## src/rtl/access_control_defines.svh

```systemverilog
// constants for the mode-based register and memory access checker
`ifndef ACCESS_CONTROL_DEFINES_SVH
`define ACCESS_CONTROL_DEFINES_SVH
// register address map (8-bit register space)
`define REG_ADDR_W        8
`define REG_DATA_W        8
`define CORE_REG_LO       8'h00
`define CORE_REG_HI       8'h3f
`define MMU_REG_LO        8'h40
`define MMU_REG_HI        8'h4f
`define SEG_PTR_REG       8'h40
`define SEG_PTR_LO_REG    8'h41
`define PERIPH_GRANT_REG  8'h42
`define FW_GRANT_REG      8'h43
`define SEG_EN_REG        8'h44
`define PERIPH_REG_LO     8'h80
`define PERIPH_REG_HI     8'h87
`define HW_REG_LO         8'h80
`define HW_REG_HI         8'hbf
// reset values
`define SEG_PTR_RESET     16'h0000
`define GRANT_RESET       8'h00
`define SEG_EN_RESET      8'h00
`define READ_DENY_VALUE   8'h00
// fixed firmware partition: memory at or above this address is firmware
`define FW_PART_BASE      16'hc000
`define SEG_SHIFT         13
`endif

```

## src/rtl/access_control_pkg.sv

```systemverilog
// types for the mode-based access checker
`default_nettype none
package access_control_pkg;
    typedef enum logic [1:0] {
        mode_privileged,
        mode_unprivileged,
        mode_firmware
    } cpu_mode_t;

    typedef struct packed {
        logic       valid;  // request present this cycle
        logic       write;  // 1 write, 0 read
        logic [7:0] addr;   // register address
        logic [7:0] wdata;  // write data
    } reg_req_t;

    typedef struct packed {
        logic       valid;  // answer present
        logic       grant;  // access allowed
        logic [7:0] rdata;  // read data, zero when denied
    } reg_rsp_t;

    typedef struct packed {
        logic        valid; // memory request present
        logic        write; // 1 write
        logic [15:0] addr;  // memory address
    } mem_req_t;

    typedef struct packed {
        logic valid;        // answer present
        logic grant;        // access allowed
    } mem_rsp_t;
endpackage : access_control_pkg
`default_nettype wire

```

## src/rtl/mode_based_register_access_control.sv

```systemverilog
// mode-based access checker for special function registers and memory
// Contract
// mmu config registers privileged mode only
// unprivileged sees only core registers by default
// peripheral registers open when grant allows
// privileged may reach hardware component registers
// segment pointer written only in privileged mode
// reset disables every memory segment; firmware mode still reaches all memory whatever seg_en holds
// firmware partition fixed, no register alters it
// reset loads defined values and permissions
// only grant registers change access attributes
// software edits segment attributes when privileged
// denied access leaves register, reads zero
`include "access_control_defines.svh"
`default_nettype none
module mode_based_register_access_control #(
    parameter int NUM_PERIPH = 8         // peripheral registers with grants
) (
    input  wire logic                          clock,
    input  wire logic                          rst_n,
    input  wire access_control_pkg::cpu_mode_t mode,     // current cpu mode
    input  wire access_control_pkg::reg_req_t  reg_req,  // register request
    output var  access_control_pkg::reg_rsp_t  reg_rsp,  // register answer
    input  wire access_control_pkg::mem_req_t  mem_req,  // memory request
    output var  access_control_pkg::mem_rsp_t  mem_rsp,  // memory answer
    output logic [15:0]                        seg_ptr   // segment table base
);
    // attributes held by the checker itself
    logic [15:0] next_seg_ptr;
    logic [7:0]  periph_grant;           // unprivileged grants per register
    logic [7:0]  next_periph_grant;
    logic [7:0]  fw_grant;               // firmware mode grants
    logic [7:0]  next_fw_grant;
    logic [7:0]  seg_en;                 // one enable per 8 KiB segment
    logic [7:0]  next_seg_en;
    access_control_pkg::reg_rsp_t next_reg_rsp;
    access_control_pkg::mem_rsp_t next_mem_rsp;

    // address range test, used by the register decode and the checks below
    function automatic logic in_range(input logic [7:0] a,
                                      input logic [7:0] lo,
                                      input logic [7:0] hi);
        in_range = (a >= lo) && (a <= hi);
    endfunction : in_range

    // register access decision; attributes are hardwired apart from grants
    function automatic logic reg_allowed(
        input access_control_pkg::cpu_mode_t m,
        input logic [7:0] a,
        input logic [7:0] pg,
        input logic [7:0] fg);
        logic       core;
        logic       mmu;
        logic       hw;
        logic       per;
        logic [2:0] idx;
        idx  = a[2:0];
        core = in_range(a, `CORE_REG_LO, `CORE_REG_HI);
        mmu  = in_range(a, `MMU_REG_LO, `MMU_REG_HI);
        hw   = in_range(a, `HW_REG_LO, `HW_REG_HI);
        // slots past the grant count stay closed whatever the grant byte says
        per  = in_range(a, `PERIPH_REG_LO, `PERIPH_REG_HI) &&
               (int'(idx) < NUM_PERIPH);
        reg_allowed = 1'b0;
        unique case (m)
            access_control_pkg::mode_privileged: begin
                reg_allowed = core || mmu || hw;
            end
            access_control_pkg::mode_unprivileged: begin
                reg_allowed = core || (per && pg[idx]);
            end
            access_control_pkg::mode_firmware: begin
                reg_allowed = core || (per && fg[idx]);
            end
            default: begin
                reg_allowed = 1'b0; // illegal mode code denies
            end
        endcase
    endfunction : reg_allowed

    // register read mux; no firmware partition register exists
    function automatic logic [7:0] reg_read(input logic [7:0] a,
                                            input logic [15:0] sp,
                                            input logic [7:0] pg,
                                            input logic [7:0] fg,
                                            input logic [7:0] se);
        reg_read = `READ_DENY_VALUE;
        unique case (a)
            `SEG_PTR_REG:      reg_read = sp[15:8];
            `SEG_PTR_LO_REG:   reg_read = sp[7:0];
            `PERIPH_GRANT_REG: reg_read = pg;
            `FW_GRANT_REG:     reg_read = fg;
            `SEG_EN_REG:       reg_read = se;
            default:           reg_read = `READ_DENY_VALUE;
        endcase
    endfunction : reg_read

    logic reg_ok;
    logic reg_wr;
    assign reg_ok = reg_allowed(mode, reg_req.addr, periph_grant, fw_grant);
    assign reg_wr = reg_req.valid && reg_req.write && reg_ok;

    // next attribute values; writes land only when the check passes
    always_comb begin
        next_seg_ptr      = seg_ptr;
        next_periph_grant = periph_grant;
        next_fw_grant     = fw_grant;
        next_seg_en       = seg_en;
        if (reg_wr) begin
            unique case (reg_req.addr)
                `SEG_PTR_REG:      next_seg_ptr[15:8] = reg_req.wdata;
                `SEG_PTR_LO_REG:   next_seg_ptr[7:0]  = reg_req.wdata;
                `PERIPH_GRANT_REG: next_periph_grant  = reg_req.wdata;
                `FW_GRANT_REG:     next_fw_grant      = reg_req.wdata;
                `SEG_EN_REG:       next_seg_en        = reg_req.wdata;
                default: begin
                    next_seg_en = seg_en; // other registers live elsewhere
                end
            endcase
        end
    end

    // attribute registers with restrictive reset values
    always_ff @(posedge clock) begin
        if (!rst_n) begin
            seg_ptr      <= `SEG_PTR_RESET;
            periph_grant <= `GRANT_RESET;
            fw_grant     <= `GRANT_RESET;
            seg_en       <= `SEG_EN_RESET;
        end else begin
            seg_ptr      <= next_seg_ptr;
            periph_grant <= next_periph_grant;
            fw_grant     <= next_fw_grant;
            seg_en       <= next_seg_en;
        end
    end

    // memory decision: firmware partition is a fixed compare, never stored
    function automatic logic mem_allowed(
        input access_control_pkg::cpu_mode_t m,
        input logic [15:0] a,
        input logic [7:0] se);
        logic fw_area;
        fw_area = (a >= `FW_PART_BASE);
        mem_allowed = 1'b0;
        unique case (m)
            access_control_pkg::mode_firmware: mem_allowed = 1'b1;
            access_control_pkg::mode_privileged,
            access_control_pkg::mode_unprivileged: begin
                mem_allowed = !fw_area && se[a[15:`SEG_SHIFT]];
            end
            default: mem_allowed = 1'b0;
        endcase
    endfunction : mem_allowed

    // answers one cycle after the request; denied reads give zero
    always_comb begin
        next_reg_rsp.valid = reg_req.valid;
        next_reg_rsp.grant = reg_req.valid && reg_ok;
        next_reg_rsp.rdata = `READ_DENY_VALUE;
        if (reg_req.valid && !reg_req.write && reg_ok) begin
            next_reg_rsp.rdata = reg_read(reg_req.addr, seg_ptr,
                                          periph_grant, fw_grant, seg_en);
        end
        next_mem_rsp.valid = mem_req.valid;
        next_mem_rsp.grant = mem_req.valid &&
                             mem_allowed(mode, mem_req.addr, seg_en);
    end

    // answer registers
    always_ff @(posedge clock) begin
        if (!rst_n) begin
            reg_rsp <= '0;
            mem_rsp <= '0;
        end else begin
            reg_rsp <= next_reg_rsp;
            mem_rsp <= next_mem_rsp;
        end
    end

    // checks beside the logic
    mmu_priv_only_a: assert property (
        @(posedge clock) disable iff (!rst_n)
        reg_req.valid && in_range(reg_req.addr, `MMU_REG_LO, `MMU_REG_HI) &&
        mode != access_control_pkg::mode_privileged |=> !reg_rsp.grant)
        else $error("mmu register reached outside privileged mode");
    core_open_a: assert property (
        @(posedge clock) disable iff (!rst_n)
        reg_req.valid && in_range(reg_req.addr, `CORE_REG_LO, `CORE_REG_HI)
        |=> reg_rsp.grant)
        else $error("core register denied");
    periph_grant_a: assert property (
        @(posedge clock) disable iff (!rst_n)
        reg_req.valid && mode == access_control_pkg::mode_unprivileged &&
        in_range(reg_req.addr, `PERIPH_REG_LO, `PERIPH_REG_HI)
        |=> reg_rsp.grant == $past(periph_grant[reg_req.addr[2:0]]))
        else $error("peripheral grant not followed");
    hw_priv_a: assert property (
        @(posedge clock) disable iff (!rst_n)
        reg_req.valid && mode == access_control_pkg::mode_privileged &&
        in_range(reg_req.addr, `HW_REG_LO, `HW_REG_HI) |=> reg_rsp.grant)
        else $error("hardware register denied in privileged mode");
    seg_ptr_hold_a: assert property (
        @(posedge clock) disable iff (!rst_n)
        mode != access_control_pkg::mode_privileged |=> $stable(seg_ptr))
        else $error("segment pointer changed outside privileged mode");
    // no disable here: this one watches the reset itself
    seg_reset_a: assert property (
        @(posedge clock)
        !rst_n |=> seg_en == `SEG_EN_RESET && periph_grant == `GRANT_RESET &&
        fw_grant == `GRANT_RESET && seg_ptr == `SEG_PTR_RESET &&
        !reg_rsp.valid && !mem_rsp.valid)
        else $error("reset values not loaded");
    fw_part_a: assert property (
        @(posedge clock) disable iff (!rst_n)
        mem_req.valid && mem_req.addr >= `FW_PART_BASE &&
        mode != access_control_pkg::mode_firmware |=> !mem_rsp.grant)
        else $error("firmware partition reached");
    deny_read_a: assert property (
        @(posedge clock) disable iff (!rst_n)
        reg_req.valid && !reg_ok |=> reg_rsp.valid && !reg_rsp.grant &&
        reg_rsp.rdata == `READ_DENY_VALUE)
        else $error("denied read leaked data");
    grant_hold_a: assert property (
        @(posedge clock) disable iff (!rst_n)
        !reg_wr |=> $stable(periph_grant) && $stable(fw_grant))
        else $error("grant changed without allowed write");

    // covers for the main scenarios
    cov_priv_wr_c: cover property (@(posedge clock) reg_wr &&
        reg_req.addr == `SEG_PTR_REG);
    cov_deny_c: cover property (@(posedge clock) reg_rsp.valid &&
        !reg_rsp.grant);
    cov_unpriv_grant_c: cover property (@(posedge clock) reg_rsp.grant &&
        mode == access_control_pkg::mode_unprivileged);
    cov_mem_ok_c: cover property (@(posedge clock) mem_rsp.grant);
endmodule : mode_based_register_access_control
`default_nettype wire
```

## config.mk

```make
export PLATFORM = sky130hd
export DESIGN_NAME = mode_based_register_access_control
export DESIGN_NICKNAME = d
export VERILOG_FILES = /design/src/rtl/access_control_pkg.sv /design/src/rtl/mode_based_register_access_control.sv
export VERILOG_INCLUDE_DIRS = /design/src /design/src/rtl
export SDC_FILE = /design/constraint.sdc
export NUM_CORES = 1
export LEC_CHECK = 0
export BUFFER_PORTS_ARGS = -buffer_cell sky130_fd_sc_hd__buf_2
export CAP_MARGIN = 40
export CORE_ASPECT_RATIO = 1.1
export CORE_MARGIN = 2
export CORE_UTILIZATION = 31
export CTS_BUF_LIST = sky130_fd_sc_hd__clkbuf_16
export DETAILED_ROUTE_END_ITERATION = 7
export SLEW_MARGIN = 20
export SYNTH_ARGS = -nofsm -noshare
export SYNTH_HDL_FRONTEND = slang
export SYNTH_SLANG_ARGS = --single-unit
```

## constraint.sdc

```tcl
create_clock -name clock -period 3.9 [get_ports clock]
set_clock_uncertainty 0.2 [all_clocks]
set_input_delay 0.78 -clock clock [delete_from_list [all_inputs] [get_ports clock]]
set_output_delay 0.78 -clock clock [all_outputs]
set_load 0.05 [all_outputs]
```

==> report_table.html, run 1 <==
<table>
<tr><th>Metric</th><th>Value</th></tr>
<tr><th colspan="2">Status</th></tr>
<tr><td>Run status</td><td>complete, no violations</td></tr>
<tr><th colspan="2">STA</th></tr>
<tr><td>Count of pins over their slew limit</td><td>0</td></tr>
<tr><td>Final critical-path required period</td><td>~2.7 ns</td></tr>
<tr><td>Fmax achieved</td><td>371 MHz</td></tr>
<tr><td>Worst-case headroom to the max-slew limit</td><td>56.5%</td></tr>
<tr><td>Number of hold-slack violations in the final timing report</td><td>0</td></tr>
<tr><td>Tcrit/Tclk final</td><td>69.1%</td></tr>
<tr><td>Setup repair after global routing missed its margin</td><td>no</td></tr>
<tr><td>Slew of the pin with the lowest slew margin</td><td>0.652 ns</td></tr>
<tr><td>Accumulated negative setup slack</td><td>0 ns</td></tr>
<tr><td>Count of final setup violators</td><td>0</td></tr>
<tr><td>Setup WS post-layout</td><td>1.20 ns</td></tr>
<tr><th colspan="2">Setup path</th></tr>
<tr><td>Cells traversed along the worst timing path</td><td>buf_2 -&gt; mux4_2 -&gt; nor2_2 -&gt; nor3_4 -&gt; o2111ai_4 -&gt; mux2i_1</td></tr>
<tr><td>Launching point of the worst reg2reg path</td><td>periph_grant[0]$_SDFFE_PN0P_</td></tr>
<tr><td>Critical path data required time</td><td>3.91 ns</td></tr>
<tr><td>Crit path buffers/inverters</td><td>1</td></tr>
<tr><td>Nature of the critical path endpoint</td><td>register</td></tr>
<tr><td>Worst setup path startpoint</td><td>reg_req[8]</td></tr>
<tr><td>Cell count along the critical path</td><td>6</td></tr>
<tr><td>Delay of the slowest cell on the worst path</td><td>0.57 ns</td></tr>
<tr><td>Class of the most critical setup path</td><td>primary input to register</td></tr>
<tr><td>Type of origin of the critical path</td><td>primary input</td></tr>
<tr><td>R2r endpoint</td><td>seg_ptr[1]$_SDFFE_PN0P_</td></tr>
<tr><td>Worst Path Max Fanout</td><td>16</td></tr>
<tr><td>Standard cell with the maximum stage delay on the critical path</td><td>mux4_2</td></tr>
<tr><td>Minimum setup slack among reg-to-reg paths</td><td>1.86 ns</td></tr>
<tr><td>Reg2reg path depth</td><td>5</td></tr>
<tr><td>Setup crit end</td><td>seg_ptr[1]$_SDFFE_PN0P_</td></tr>
<tr><td>CP top delay family</td><td>multiplexers</td></tr>
<tr><td>Arrival time worst endpoint</td><td>2.71 ns</td></tr>
<tr><th colspan="2">CTS</th></tr>
<tr><td>Clock transition at the registers of the reported paths</td><td>0.06 ns</td></tr>
<tr><td>Clock buffer count from CTS</td><td>5</td></tr>
<tr><td>Maximum buffer depth of the clock tree</td><td>2</td></tr>
<tr><td>Latest clock arrival within the worst-skew pair</td><td>0.28 ns</td></tr>
<tr><td>TritonCTS clock tree</td><td>yes</td></tr>
<tr><td>Clock sink count</td><td>52</td></tr>
<tr><td>Number of levels in the clock H-tree</td><td>2</td></tr>
<tr><td># resized after CTS</td><td>0</td></tr>
<tr><td>Cell chosen for the clock root</td><td>clkbuf_16</td></tr>
<tr><td>Post-CTS setup buffer count</td><td>0</td></tr>
<tr><td>Post-cts hold buffer count</td><td>0</td></tr>
<tr><th colspan="2">Synthesis</th></tr>
<tr><td>Post-synthesis sequential element count</td><td>52</td></tr>
<tr><td>Summed instance area of the synthesized netlist</td><td>approximately 2500 um^2</td></tr>
<tr><td>Share of the synthesized area in the top cell type</td><td>between 40% and 50%</td></tr>
<tr><td>Post-synthesis sequential area ratio</td><td>around two fifths</td></tr>
<tr><td>Gate count of the mapped netlist</td><td>229</td></tr>
<tr><td>Biggest area consumer among synthesized cells</td><td>dfxtp_1</td></tr>
<tr><td>Synthesized netlist net count</td><td>about 270</td></tr>
<tr><td>Ranking of synthesized cells by area</td><td>dfxtp_1 41%, mux2i_1 16%, mux4_2 9.8%, nand2_1 7.7%, o2111ai_4 4.2%</td></tr>
<tr><td>Number of enable flip-flop cells after synthesis</td><td>0</td></tr>
<tr><td>FFs w/ async S/R, synth</td><td>0%</td></tr>
<tr><td>Mapped Avg Cell Area</td><td>11.0 um^2</td></tr>
<tr><td>Number of distinct library cells after synthesis</td><td>39</td></tr>
<tr><td>Most used flip-flop cell after synthesis</td><td>dfxtp_1</td></tr>
<tr><td>Yosys warning count</td><td>0</td></tr>
<tr><td>Cell types with the highest counts after synthesis</td><td>52 x dfxtp_1, 52 x nand2_1, 41 x mux2i_1</td></tr>
<tr><th colspan="2">Floorplan</th></tr>
<tr><td>Initial cell density of the core</td><td>31.9%</td></tr>
<tr><td>I/O pin total</td><td>roughly 70</td></tr>
<tr><td># rows</td><td>34</td></tr>
<tr><td>Total die area</td><td>8870 um^2</td></tr>
<tr><td>Horiz. Die Dim</td><td>90.0 um</td></tr>
<tr><td>Vertical die dimension</td><td>just under 100 um</td></tr>
<tr><td>Core area</td><td>7910 um^2</td></tr>
<tr><th colspan="2">GRT</th></tr>
<tr><td>First-pass GRT wire length</td><td>9850 um</td></tr>
<tr><td>GRT Residual Overflow</td><td>0</td></tr>
<tr><td>Number of global-route vias before repair</td><td>around 1900</td></tr>
<tr><td>Number of antenna violations at the first check in global routing</td><td>0</td></tr>
<tr><td>Pin count of the biggest net entering global routing</td><td>38</td></tr>
<tr><td>Global Route Usage Sum</td><td>13.9%</td></tr>
<tr><th colspan="2">Hold path</th></tr>
<tr><td>Hold wc startpoint</td><td>seg_en[6]$_SDFFE_PN0P_</td></tr>
<tr><td>Worst min-delay path class</td><td>register to register</td></tr>
<tr><th colspan="2">Cells and area</th></tr>
<tr><td>Area added between synthesis and finish</td><td>19.5%</td></tr>
<tr><td>Share of cells above drive strength 1</td><td>31.1%</td></tr>
<tr><td>Sequential cell area</td><td>1040 um^2</td></tr>
<tr><td>Antenna Diode Count</td><td>0</td></tr>
<tr><td>Final-layout fill cell count</td><td>828</td></tr>
<tr><td>Multi-input gate area</td><td>1410 um^2</td></tr>
<tr><td>Number of nets in the layout</td><td>~330</td></tr>
<tr><td>Non-filler cells, final</td><td>388</td></tr>
<tr><th colspan="2">Detailed routing</th></tr>
<tr><td>Routed wire per std cell</td><td>15.1 um</td></tr>
<tr><td>Post-route ant nets</td><td>0</td></tr>
<tr><td>Drt pass-1 iters</td><td>4</td></tr>
<tr><td>DRC marker count from the first detailed-route iteration</td><td>73</td></tr>
<tr><td>Total wire length</td><td>between 5000 and 6000 um</td></tr>
<tr><td>Routed vias</td><td>between 1500 and 2000</td></tr>
<tr><td>Vias per cell</td><td>4.72</td></tr>
<tr><td>Residual DRC count</td><td>0</td></tr>
<tr><th colspan="2">Placement</th></tr>
<tr><td>Cells after DPL</td><td>approximately 380</td></tr>
<tr><td>Number of buffer cells added on primary ports</td><td>53</td></tr>
<tr><td>Detailed Place HPWL</td><td>4430 um</td></tr>
<tr><td>Global placement routability congestion</td><td>0.752</td></tr>
<tr><td>Worst setup timing slack at the placement stage</td><td>0.872 ns</td></tr>
<tr><th colspan="2">Pwr</th></tr>
<tr><td>Max IR drop VDD</td><td>approximately 0.17 mV</td></tr>
<tr><td>Leakage power</td><td>about 1.4 nW</td></tr>
<tr><td>Cell Pwr Density</td><td>roughly 340 nW/um^2</td></tr>
<tr><th colspan="2">Run</th></tr>
<tr><td>Total of max-cap violations</td><td>0</td></tr>
</table>
## layer usage
| metal | global-route usage, % | vias up | share of wire [%] |
|---|---|---|---|
| met2 | 23.7 | 40 | 49 |
| met4 | 3.55 | 0 | 0.67 |
| li1 | - | 915 | - |
| met3 | 3.52 | 3 | 4.6 |
| met5 | 0 | - | 0 |
| met1 | 17.6 | 873 | 45 |
## tightest hold or removal path: stages (launching register included)
cell	delay, ns
dfxtp_1	0.31
nand2_1	0.05
mux2i_1	0.06
## cell families after synthesis
group	synth area share, %
simple gates	15.0
mux	27.0
flops	41.3
compound gates	12.4
buf+inv	2.93
fa+ha+maj	1.49
## cell type report
cell class,instances,share of cell area (%)
flip-flops and latches,52,34.5
multi-input cells,161,46.7
clock buffers,5,4.15
repair buffers,55,9.29
well taps,108,4.48
inverters,7,0.871
## flip-flops by register name, indices dropped and copies added, names as in the netlist
signal and cells:
seg_en 8, periph_grant 8, reg_rsp 10, seg_ptr 16
mem_rsp 2, fw_grant 8
## metrics by stage
stage / util [%] / total power [mW] / hold WS [ns] / cell area (um^2)
3_3_place_gp: 36.5 / 0.631 / 0.245 / 2890
4_1_cts: 38.1 / 1.03 / 0.269 / 3020
5_1_grt: 38.1 / 1.05 / 0.291 / 3020
3_5_place_dp: 36.5 / 0.631 / 0.261 / 2890
2_1_floorplan: - / 0.602 / 0.239 / 2520
6_report: 38.1 / 1.02 / 0.266 / 3020
## worst min path at each step
stage	endpoint	slack, ns	depth (start not counted)
floorplan	seg_en[6]$_SDFFE_PN0P_	0.24	2
global placement	seg_en[6]$_SDFFE_PN0P_	0.25	2
detailed placement	seg_en[6]$_SDFFE_PN0P_	0.26	2
CTS	seg_en[6]$_SDFFE_PN0P_	0.27	2
global route	fw_grant[1]$_SDFFE_PN0P_	0.29	2
finish	seg_en[6]$_SDFFE_PN0P_	0.27	2
## cell usage in the layout, fill, tap and decap left out, drive strengths merged
master / count
a211o: 1
mux4: 11
dfxtp: 52
nor3: 3
ha: 3
o31a: 1
mux2i: 41
o311a: 1
nand2: 52
clkinv: 1
nor2: 12
mux2: 2
o2111ai: 5
nand3: 1
a211oi: 2
nand4: 1
nor3b: 1
o311ai: 1
nor2b: 4
buf: 55
a22oi: 8
and2: 2
o21ai: 2
o21bai: 1
inv: 6
clkbuf: 5
a21oi: 2
nor4: 2
nand2b: 2
## power breakdown
group / total [mW] / switching [mW] / internal, mW
Sequential: 0.533 / 0.000397 / 0.533
Clock: 0.398 / 0.171 / 0.227
Combinational: 0.0846 / 0.0577 / 0.0269
Power figures use the tool's default switching activity.
==> run 2: changes to the inputs <==
--- a/config.mk
+++ b/config.mk
@@ -6,6 +6,7 @@
 export SDC_FILE = /design/constraint.sdc
 export NUM_CORES = 1
 export LEC_CHECK = 0
+export ABC_AREA = 1
 export BUFFER_PORTS_ARGS = -buffer_cell sky130_fd_sc_hd__buf_2
 export CAP_MARGIN = 40
 export CORE_ASPECT_RATIO = 1.1
==> constraint.sdc (replaced) <==
create_clock -name clock -period 2.6 [get_ports clock]
set_clock_uncertainty 0.2 [all_clocks]
set_input_delay 0.52 -clock clock [delete_from_list [all_inputs] [get_ports clock]]
set_output_delay 0.52 -clock clock [all_outputs]
set_load 0.05 [all_outputs]
==> run 2 against run 1 <==
  * Critical path depth grew 5
  * Register-to-register slack lost 1.2 ns
  * Via count grew 41%
  * Routed wire length grew 21%
  * Setup slack lost 0.68 ns
  * Total power grew 54%
  * Combinational power grew 50%
  * Synthesized cell count grew 74%
  * Clock power grew 61%
  * First-iteration DRC count grew 100%
  * Critical path type unchanged
==> report_table.html, run 2 <==
<table>
<tr><th>Metric</th><th>Value</th></tr>
<tr><th colspan="2">Synthesis</th></tr>
<tr><td>Cell types with the highest counts after synthesis</td><td>116 x nand2_1, 96 x nor2_1, 61 x inv_1</td></tr>
<tr><td>Dominant cell by count in the synthesized netlist</td><td>nand2_1</td></tr>
<tr><td>Synthesized netlist net count</td><td>442</td></tr>
<tr><td>Post-synthesis sequential area ratio</td><td>39.6%</td></tr>
<tr><td>Biggest area consumer among synthesized cells</td><td>dfxtp_1</td></tr>
<tr><td>Number of enable flip-flop cells after synthesis</td><td>0</td></tr>
<tr><td>Yosys warning count</td><td>0</td></tr>
<tr><td>Gate count of the mapped netlist</td><td>399</td></tr>
<tr><td>Ranking of synthesized cells by area</td><td>dfxtp_1 40%, nand2_1 17%, nor2_1 14%, inv_1 8.7%, nand4_4 2.4%</td></tr>
<tr><td>Summed instance area of the synthesized netlist</td><td>2630 um^2</td></tr>
<tr><td>Post-synthesis sequential element count</td><td>52</td></tr>
<tr><td>Mapped Avg Cell Area</td><td>6.59 um^2</td></tr>
<tr><td>Number of distinct library cells after synthesis</td><td>28</td></tr>
<tr><td>FFs w/ async S/R, synth</td><td>0%</td></tr>
<tr><td>Most used flip-flop cell after synthesis</td><td>dfxtp_1</td></tr>
<tr><td>Share of the synthesized area in the top cell type</td><td>between 30% and 40%</td></tr>
<tr><th colspan="2">Pwr</th></tr>
<tr><td>Design Power</td><td>between 1.5 and 2 mW</td></tr>
<tr><td>Switching share of total power</td><td>around 24%</td></tr>
<tr><td>Net Switching</td><td>0.381 mW</td></tr>
<tr><td>Cell Pwr Density</td><td>492 nW/um^2</td></tr>
<tr><td>Power share of the combinational group</td><td>8.1%</td></tr>
<tr><td>Portion of total power attributed to the clock network</td><td>slightly above 40%</td></tr>
<tr><td>Cell internal pwr</td><td>1.19 mW</td></tr>
<tr><td>Leakage power</td><td>between 1.5 and 2 nW</td></tr>
<tr><td>Part of the total power dissipated in sequential elements</td><td>51.0%</td></tr>
<tr><td>Max IR drop VDD</td><td>roughly 0.26 mV</td></tr>
<tr><th colspan="2">Cells and area</th></tr>
<tr><td>Most common cell after layout, fill and taps aside</td><td>nand2_1</td></tr>
<tr><td>Final-layout fill cell count</td><td>a little over 900</td></tr>
<tr><td>Register containing the most flip-flops in the final layout</td><td>seg_ptr</td></tr>
<tr><td>Share of cells above drive strength 1</td><td>approximately 18%</td></tr>
<tr><td>Max FFs per register</td><td>16</td></tr>
<tr><td>Antenna Diode Count</td><td>0</td></tr>
<tr><td>Largest registers</td><td>seg_ptr: 16 flops, reg_rsp: 10 flops</td></tr>
<tr><td>Number of nets in the layout</td><td>503</td></tr>
<tr><td>Sequential cell area</td><td>1040 um^2</td></tr>
<tr><td>Area added between synthesis and finish</td><td>21.1%</td></tr>
<tr><td>Highest-count cells in the layout ignoring fill and taps</td><td>116 x nand2_1, 96 x nor2_1, 61 x inv_1, 53 x buf_2, 52 x dfxtp_1</td></tr>
<tr><td>Multi-input gate area</td><td>1290 um^2</td></tr>
<tr><th colspan="2">Run</th></tr>
<tr><td>Total of max-cap violations</td><td>0</td></tr>
<tr><th colspan="2">Hold path</th></tr>
<tr><td>Worst min-delay path class</td><td>primary input to register</td></tr>
<tr><td>Hold wc startpoint</td><td>mem_req[17]</td></tr>
<tr><td>Worst Hold Path Cells</td><td>3</td></tr>
<tr><th colspan="2">Detailed routing</th></tr>
<tr><td>Total wire length</td><td>7050 um</td></tr>
<tr><td>Residual DRC count</td><td>0</td></tr>
<tr><td>Post-route ant nets</td><td>0</td></tr>
<tr><td>Routed wire per std cell</td><td>12.3 um</td></tr>
<tr><td>Drt pass-1 iters</td><td>4</td></tr>
<tr><td>Routed vias</td><td>between 2000 and 3000</td></tr>
<tr><td>DRC marker count from the first detailed-route iteration</td><td>148</td></tr>
<tr><td>Vias per cell</td><td>4.51</td></tr>
<tr><th colspan="2">Setup path</th></tr>
<tr><td>Reg2reg path depth</td><td>14</td></tr>
<tr><td>Type of origin of the critical path</td><td>primary input</td></tr>
<tr><td>Critical path data required time</td><td>2.62 ns</td></tr>
<tr><td>Arrival time worst endpoint</td><td>2.10 ns</td></tr>
<tr><td>Worst Path Max Fanout</td><td>8</td></tr>
<tr><td>Worst setup path startpoint</td><td>reg_req[12]</td></tr>
<tr><td>Nature of the critical path endpoint</td><td>register</td></tr>
<tr><td>Launching point of the worst reg2reg path</td><td>periph_grant[7]$_SDFFE_PN0P_</td></tr>
<tr><td>Class of the most critical setup path</td><td>primary input to register</td></tr>
<tr><th colspan="2">Placement</th></tr>
<tr><td>Worst setup timing slack at the placement stage</td><td>about 0.22 ns</td></tr>
<tr><td>Detailed Place HPWL</td><td>5360 um</td></tr>
<tr><td>Number of buffer cells added on primary ports</td><td>53</td></tr>
<tr><td>Global placement routability congestion</td><td>0.893</td></tr>
<tr><th colspan="2">Floorplan</th></tr>
<tr><td>Core area</td><td>8320 um^2</td></tr>
<tr><td>I/O pin total</td><td>68</td></tr>
<tr><td>Horiz. Die Dim</td><td>91.8 um</td></tr>
<tr><td>Initial cell density of the core</td><td>31.6%</td></tr>
<tr><td>Total die area</td><td>9230 um^2</td></tr>
<tr><td>Vertical die dimension</td><td>between 100 and 150 um</td></tr>
<tr><td># rows</td><td>35</td></tr>
<tr><th colspan="2">STA</th></tr>
<tr><td>Setup WS post-layout</td><td>0.521 ns</td></tr>
<tr><td>Count of pins over their slew limit</td><td>0</td></tr>
<tr><td>Number of hold-slack violations in the final timing report</td><td>0</td></tr>
<tr><td>Slew of the pin with the lowest slew margin</td><td>0.406 ns</td></tr>
<tr><td>Tcrit/Tclk final</td><td>80.0%</td></tr>
<tr><td>Setup repair after global routing missed its margin</td><td>no</td></tr>
<tr><td>Accumulated negative setup slack</td><td>0 ns</td></tr>
<tr><td>Final critical-path required period</td><td>2.08 ns</td></tr>
<tr><td>Worst-case headroom to the max-slew limit</td><td>72.9%</td></tr>
<tr><td>Fmax achieved</td><td>slightly below 500 MHz</td></tr>
<tr><td>Count of final setup violators</td><td>0</td></tr>
<tr><th colspan="2">CTS</th></tr>
<tr><td>Clock transition at the registers of the reported paths</td><td>0.07 ns</td></tr>
<tr><td>Maximum buffer depth of the clock tree</td><td>2</td></tr>
<tr><td>Latest clock arrival within the worst-skew pair</td><td>between 0.2 and 0.3 ns</td></tr>
<tr><td>Cell chosen for the clock root</td><td>clkbuf_16</td></tr>
<tr><td>Post-cts hold buffer count</td><td>0</td></tr>
<tr><td>Clock sink count</td><td>52</td></tr>
<tr><td># resized after CTS</td><td>0</td></tr>
<tr><td>Post-CTS setup buffer count</td><td>0</td></tr>
<tr><td>Number of levels in the clock H-tree</td><td>2</td></tr>
<tr><td>Clock buffer count from CTS</td><td>5</td></tr>
<tr><td>TritonCTS clock tree</td><td>yes</td></tr>
<tr><th colspan="2">GRT</th></tr>
<tr><td>Pin count of the biggest net entering global routing</td><td>33</td></tr>
<tr><td>First-pass GRT wire length</td><td>11400 um</td></tr>
<tr><td>Global Route Usage Sum</td><td>15.7%</td></tr>
<tr><td>Number of global-route vias before repair</td><td>around 2400</td></tr>
<tr><td>GRT Residual Overflow</td><td>0</td></tr>
<tr><td>Number of antenna violations at the first check in global routing</td><td>0</td></tr>
<tr><th colspan="2">Status</th></tr>
<tr><td>Run status</td><td>complete, no violations</td></tr>
</table>
## run 2: changes by cell type after synthesis, sizes merged, moves of 6 or more
| cell | previous run | this run |
|---|---|---|
| mux2i | 41 | 0 |
| nand2 | 52 | 121 |
| inv | 6 | 62 |
| nand4 | 1 | 7 |
| o22ai | 0 | 9 |
| a22oi | 8 | 0 |
| nand3 | 1 | 9 |
| nor2 | 12 | 98 |
| mux4 | 11 | 0 |
## run 2: worst paths after layout
path	to	slack, ns
min reg2reg	reg_rsp[1]$_SDFF_PN0_	0.28
min	mem_rsp[1]$_SDFF_PN0_	0.23
max reg2reg	seg_ptr[3]$_SDFFE_PN0P_	0.68
max	seg_en[6]$_SDFFE_PN0P_	0.52
## run 2: stage by stage
step	instance area, um^2	hold slack (ns)	util, %	std cells
after CTS	3180	0.232	38.3	571
after global placement	3050	0.274	36.6	564
after floorplan	2630	0.245	-	399
after global routing	3180	0.243	38.3	571
after detailed placement	3050	0.273	36.6	564
final	3180	0.231	38.3	571
## run 2: metal layers
metal / global-route usage [%] / vias up / part of all wire, %
li1: - / 1346 / -
met1: 19.1 / 1155 / 45
met2: 28.2 / 65 / 49
met3: 2.77 / 8 / 4.3
met4: 5.28 / 0 / 1.8
met5: 0 / - / 0
## run 2: worst max-delay path, stage by stage
cell and delay, ns:
buf_2 0.09, or2_1 0.23, nor2_1 0.12, nand2_1 0.14
inv_1 0.14, nand3_1 0.21, inv_1 0.13, nand4_2 0.25
nand2_1 0.13, nand2_1 0.05, nor2_1 0.08
## run 2: area by class of cell
type,instances,share of cell area [%]
sequential,52,32.7
multi-input combinational,276,40.6
tap,111,4.36
clock buffer,5,3.93
inverter,62,7.31
timing repair buffer,63,10.7
clock inverter,2,0.393
## run 2: power groups by stage
stage | sequential [mW] | clock [mW] | combinational (mW)
detailed placement | 0.818 | 0 | 0.127
floorplan | 0.829 | 0 | 0.0644
CTS | 0.799 | 0.653 | 0.128
global route | 0.799 | 0.684 | 0.141
finish | 0.799 | 0.641 | 0.127
global placement | 0.818 | 0 | 0.127
## run 2: cells by family (layout without fill, tap and decap cells)
logic type | count (synthesis) | in the layout | share of synthesized area (%)
AOI/OAI and AO/OA | 32 | 32 | 8.23
and+or+nand+nor | 241 | 241 | 39.6
buffers and inverters | 71 | 132 | 11.2
adders and majority gates | 3 | 3 | 1.43
DFF | 52 | 52 | 39.6
==> run 3: changes to the inputs <==
--- a/config.mk
+++ b/config.mk
@@ -6,7 +6,7 @@
 export SDC_FILE = /design/constraint.sdc
 export NUM_CORES = 1
 export LEC_CHECK = 0
-export ABC_AREA = 1
+export ABC_AREA = 0
 export BUFFER_PORTS_ARGS = -buffer_cell sky130_fd_sc_hd__buf_2
 export CAP_MARGIN = 40
 export CORE_ASPECT_RATIO = 1.1
==> constraint.sdc (replaced) <==
create_clock -name clock -period 1.87 [get_ports clock]
set_clock_uncertainty 0.2 [all_clocks]
set_input_delay 0.374 -clock clock [delete_from_list [all_inputs] [get_ports clock]]
set_output_delay 0.374 -clock clock [all_outputs]
set_load 0.05 [all_outputs]
==> run 3 against run 2 <==
  * The flow now finishes with violations (negative setup slack)
  * Register-to-register slack worse by 0.86 ns
  * Total power grew 46%
  * Non-clock buffer count increased by 32
  * First-iteration DRC count shrank 5.4%
  * Sequential power increased by 39%
  * Largest power group unchanged
  * Highest routed layer unchanged
==> report_table.html, run 3 (synthesized netlist as in run 1, its figures left out) <==
<table>
<tr><th>Metric</th><th>Value</th></tr>
<tr><th colspan="2">Cells and area</th></tr>
<tr><td>Final cell utilization of the core</td><td>46.0%</td></tr>
<tr><td>Antenna Diode Count</td><td>0</td></tr>
<tr><td>Number of nets in the layout</td><td>about 370</td></tr>
<tr><td>Final instance area</td><td>3640 um^2</td></tr>
<tr><td>Largest registers</td><td>seg_ptr: 16 flops, reg_rsp: 10 flops</td></tr>
<tr><td>Share of cells above drive strength 1</td><td>between 40% and 50%</td></tr>
<tr><td>Area added between synthesis and finish</td><td>44.1%</td></tr>
<tr><td>Highest-count cells in the layout ignoring fill and taps</td><td>52 x nand2_1, 50 x buf_2, 48 x dfxtp_1, 41 x mux2i_1, 26 x buf_4</td></tr>
<tr><td>Register containing the most flip-flops in the final layout</td><td>seg_ptr</td></tr>
<tr><td>Most common cell after layout, fill and taps aside</td><td>nand2_1</td></tr>
<tr><td>Non-filler cells, final</td><td>around 430</td></tr>
<tr><td>Max FFs per register</td><td>16</td></tr>
<tr><th colspan="2">CTS</th></tr>
<tr><td>Clock transition at the registers of the reported paths</td><td>0.07 ns</td></tr>
<tr><td>Latest clock arrival within the worst-skew pair</td><td>0.29 ns</td></tr>
<tr><td>Clock sink count</td><td>52</td></tr>
<tr><td>Cell chosen for the clock root</td><td>clkbuf_16</td></tr>
<tr><td>Post-cts hold buffer count</td><td>0</td></tr>
<tr><td>TritonCTS clock tree</td><td>yes</td></tr>
<tr><td>Number of levels in the clock H-tree</td><td>2</td></tr>
<tr><td>Clock buffer count from CTS</td><td>5</td></tr>
<tr><td>Maximum buffer depth of the clock tree</td><td>2</td></tr>
<tr><th colspan="2">Floorplan</th></tr>
<tr><td>I/O pin total</td><td>between 60 and 70</td></tr>
<tr><td>Total die area</td><td>8870 um^2</td></tr>
<tr><td># rows</td><td>34</td></tr>
<tr><td>Core area</td><td>7910 um^2</td></tr>
<tr><td>Initial cell density of the core</td><td>31.9%</td></tr>
<tr><td>Horiz. Die Dim</td><td>90.0 um</td></tr>
<tr><td>Vertical die dimension</td><td>98.6 um</td></tr>
<tr><th colspan="2">Placement</th></tr>
<tr><td>Global placement routability congestion</td><td>0.841</td></tr>
<tr><td>Number of buffer cells added on primary ports</td><td>53</td></tr>
<tr><td>Detailed Place HPWL</td><td>4880 um</td></tr>
<tr><td>Cells after DPL</td><td>between 400 and 500</td></tr>
<tr><td>Post-Place Cell Area</td><td>3310 um^2</td></tr>
<tr><td>Worst setup timing slack at the placement stage</td><td>-0.555 ns</td></tr>
<tr><th colspan="2">Detailed routing</th></tr>
<tr><td>Total wire length</td><td>6480 um</td></tr>
<tr><td>Post-route ant nets</td><td>0</td></tr>
<tr><td>Routed vias</td><td>2049</td></tr>
<tr><td>DRC marker count from the first detailed-route iteration</td><td>between 100 and 150</td></tr>
<tr><td>Vias per cell</td><td>4.75</td></tr>
<tr><td>Drt pass-1 iters</td><td>4</td></tr>
<tr><td>Residual DRC count</td><td>0</td></tr>
<tr><td>Routed wire per std cell</td><td>15.0 um</td></tr>
<tr><th colspan="2">GRT</th></tr>
<tr><td>Pin count of the biggest net entering global routing</td><td>48</td></tr>
<tr><td>GRT Residual Overflow</td><td>0</td></tr>
<tr><td>Global Route Usage Sum</td><td>15.2%</td></tr>
<tr><td>Number of global-route vias before repair</td><td>2109</td></tr>
<tr><td>Number of antenna violations at the first check in global routing</td><td>0</td></tr>
<tr><td>First-pass GRT wire length</td><td>10700 um</td></tr>
<tr><th colspan="2">STA</th></tr>
<tr><td>Accumulated negative setup slack</td><td>-5.05 ns</td></tr>
<tr><td>Tcrit/Tclk final</td><td>110%</td></tr>
<tr><td>Worst-case headroom to the max-slew limit</td><td>72.7%</td></tr>
<tr><td>Count of pins over their slew limit</td><td>0</td></tr>
<tr><td>Count of final setup violators</td><td>between 40 and 50</td></tr>
<tr><td>Worst hold slack</td><td>0.0977 ns</td></tr>
<tr><td>Setup repair after global routing missed its margin</td><td>yes</td></tr>
<tr><td>Fmax achieved</td><td>488 MHz</td></tr>
<tr><td>Number of hold-slack violations in the final timing report</td><td>0</td></tr>
<tr><td>Setup WS post-layout</td><td>-0.179 ns</td></tr>
<tr><td>Slew of the pin with the lowest slew margin</td><td>a little over 0.4 ns</td></tr>
<tr><td>Final critical-path required period</td><td>2.05 ns</td></tr>
<tr><th colspan="2">Setup path</th></tr>
<tr><td>Cells traversed along the worst timing path</td><td>mux4_2 -&gt; nor2_4 -&gt; nor3_4 -&gt; buf_4 -&gt; o2111ai_4 -&gt; buf_12 -&gt; mux2i_1</td></tr>
<tr><td>CP top delay family</td><td>multiplexers</td></tr>
<tr><td>Worst Path Max Fanout</td><td>6</td></tr>
<tr><td>Class of the most critical setup path</td><td>register to register</td></tr>
<tr><td>Arrival time worst endpoint</td><td>2.06 ns</td></tr>
<tr><td>Nature of the critical path endpoint</td><td>register</td></tr>
<tr><td>Delay of the slowest cell on the worst path</td><td>0.49 ns</td></tr>
<tr><td>Crit path buffers/inverters</td><td>2</td></tr>
<tr><td>Standard cell with the maximum stage delay on the critical path</td><td>mux4_2</td></tr>
<tr><td>Type of origin of the critical path</td><td>register</td></tr>
<tr><td>Critical path data required time</td><td>1.88 ns</td></tr>
<tr><th colspan="2">Pwr</th></tr>
<tr><td>Max IR drop VDD</td><td>0.322 mV</td></tr>
<tr><td>Cell internal pwr</td><td>1.73 mW</td></tr>
<tr><td>Power share of the combinational group</td><td>~11%</td></tr>
<tr><td>Leakage power</td><td>approximately 1.7 nW</td></tr>
<tr><td>Design Power</td><td>2.29 mW</td></tr>
<tr><td>Part of the total power dissipated in sequential elements</td><td>48.4%</td></tr>
<tr><td>Switching share of total power</td><td>between 20% and 30%</td></tr>
<tr><td>Cell Pwr Density</td><td>between 600 and 700 nW/um^2</td></tr>
<tr><td>Portion of total power attributed to the clock network</td><td>between 40% and 50%</td></tr>
<tr><td>Net Switching</td><td>between 0.5 and 0.6 mW</td></tr>
<tr><th colspan="2">Hold path</th></tr>
<tr><td>Worst min-delay path class</td><td>primary input to register</td></tr>
<tr><th colspan="2">Run</th></tr>
<tr><td>Total of max-cap violations</td><td>0</td></tr>
<tr><th colspan="2">Status</th></tr>
<tr><td>Violated checks</td><td>negative setup slack</td></tr>
<tr><td>Run status</td><td>finished with violations</td></tr>
</table>
[run 3: cell types whose count changed in the layout (fill, tap and decap cells not counted), moves of 11 or more]
cell     delta
nand2_1    -64
buf_4      +16
nor2_1     -87
buf_12     +12
inv_1      -57
mux4_2     +11
mux2i_1    +41
[run 3: power groups by stage]
stage	combinational, mW	sequential, mW	clock [mW]
2_1_floorplan	0.116	1.15	0
3_3_place_gp	0.236	1.14	0
3_5_place_dp	0.237	1.14	0
4_1_cts	0.255	1.11	0.939
5_1_grt	0.282	1.11	0.994
6_report	0.262	1.11	0.921
[run 3: worst paths after layout]
kind	from	end	slack (ns)	cells after the start
setup / recovery	periph_grant[2]$_SDFFE_PN0P_	fw_grant[0]$_SDFFE_PN0P_	-0.18	7
hold / removal	mode[1]	mem_rsp[0]$_SDFF_PN0_	0.1	2
setup reg to reg	periph_grant[2]$_SDFFE_PN0P_	fw_grant[0]$_SDFFE_PN0P_	-0.18	7
hold reg to reg	seg_en[6]$_SDFFE_PN0P_	seg_en[6]$_SDFFE_PN0P_	0.27	2
[run 3: repair_timing]
action / in CTS / in global routing
buffers inserted: 4 / 4
endpoints found under the setup margin: 48 / 48
gates resized for setup: 10 / 17
pin swaps: 6 / 6
[run 3: final cells by class]
| class | instances | area, um^2 |
|---|---|---|
| inverters | 7 | 43.8 |
| multi-input cells | 161 | 1490 |
| clock buffers | 5 | 125 |
| fillers | 762 | 4280 |
| repair buffers | 95 | 772 |
| well taps | 108 | 135 |
| clock inverters | 3 | 22.5 |
| flip-flops and latches | 52 | 1050 |
[run 3: layer usage]
metal / track usage [%] / routed length, um
met1: 19.9 / 2980
met2: 25.3 / 3110
met4: 4.85 / 89
met5: 0 / 0
met3: 3.21 / 297
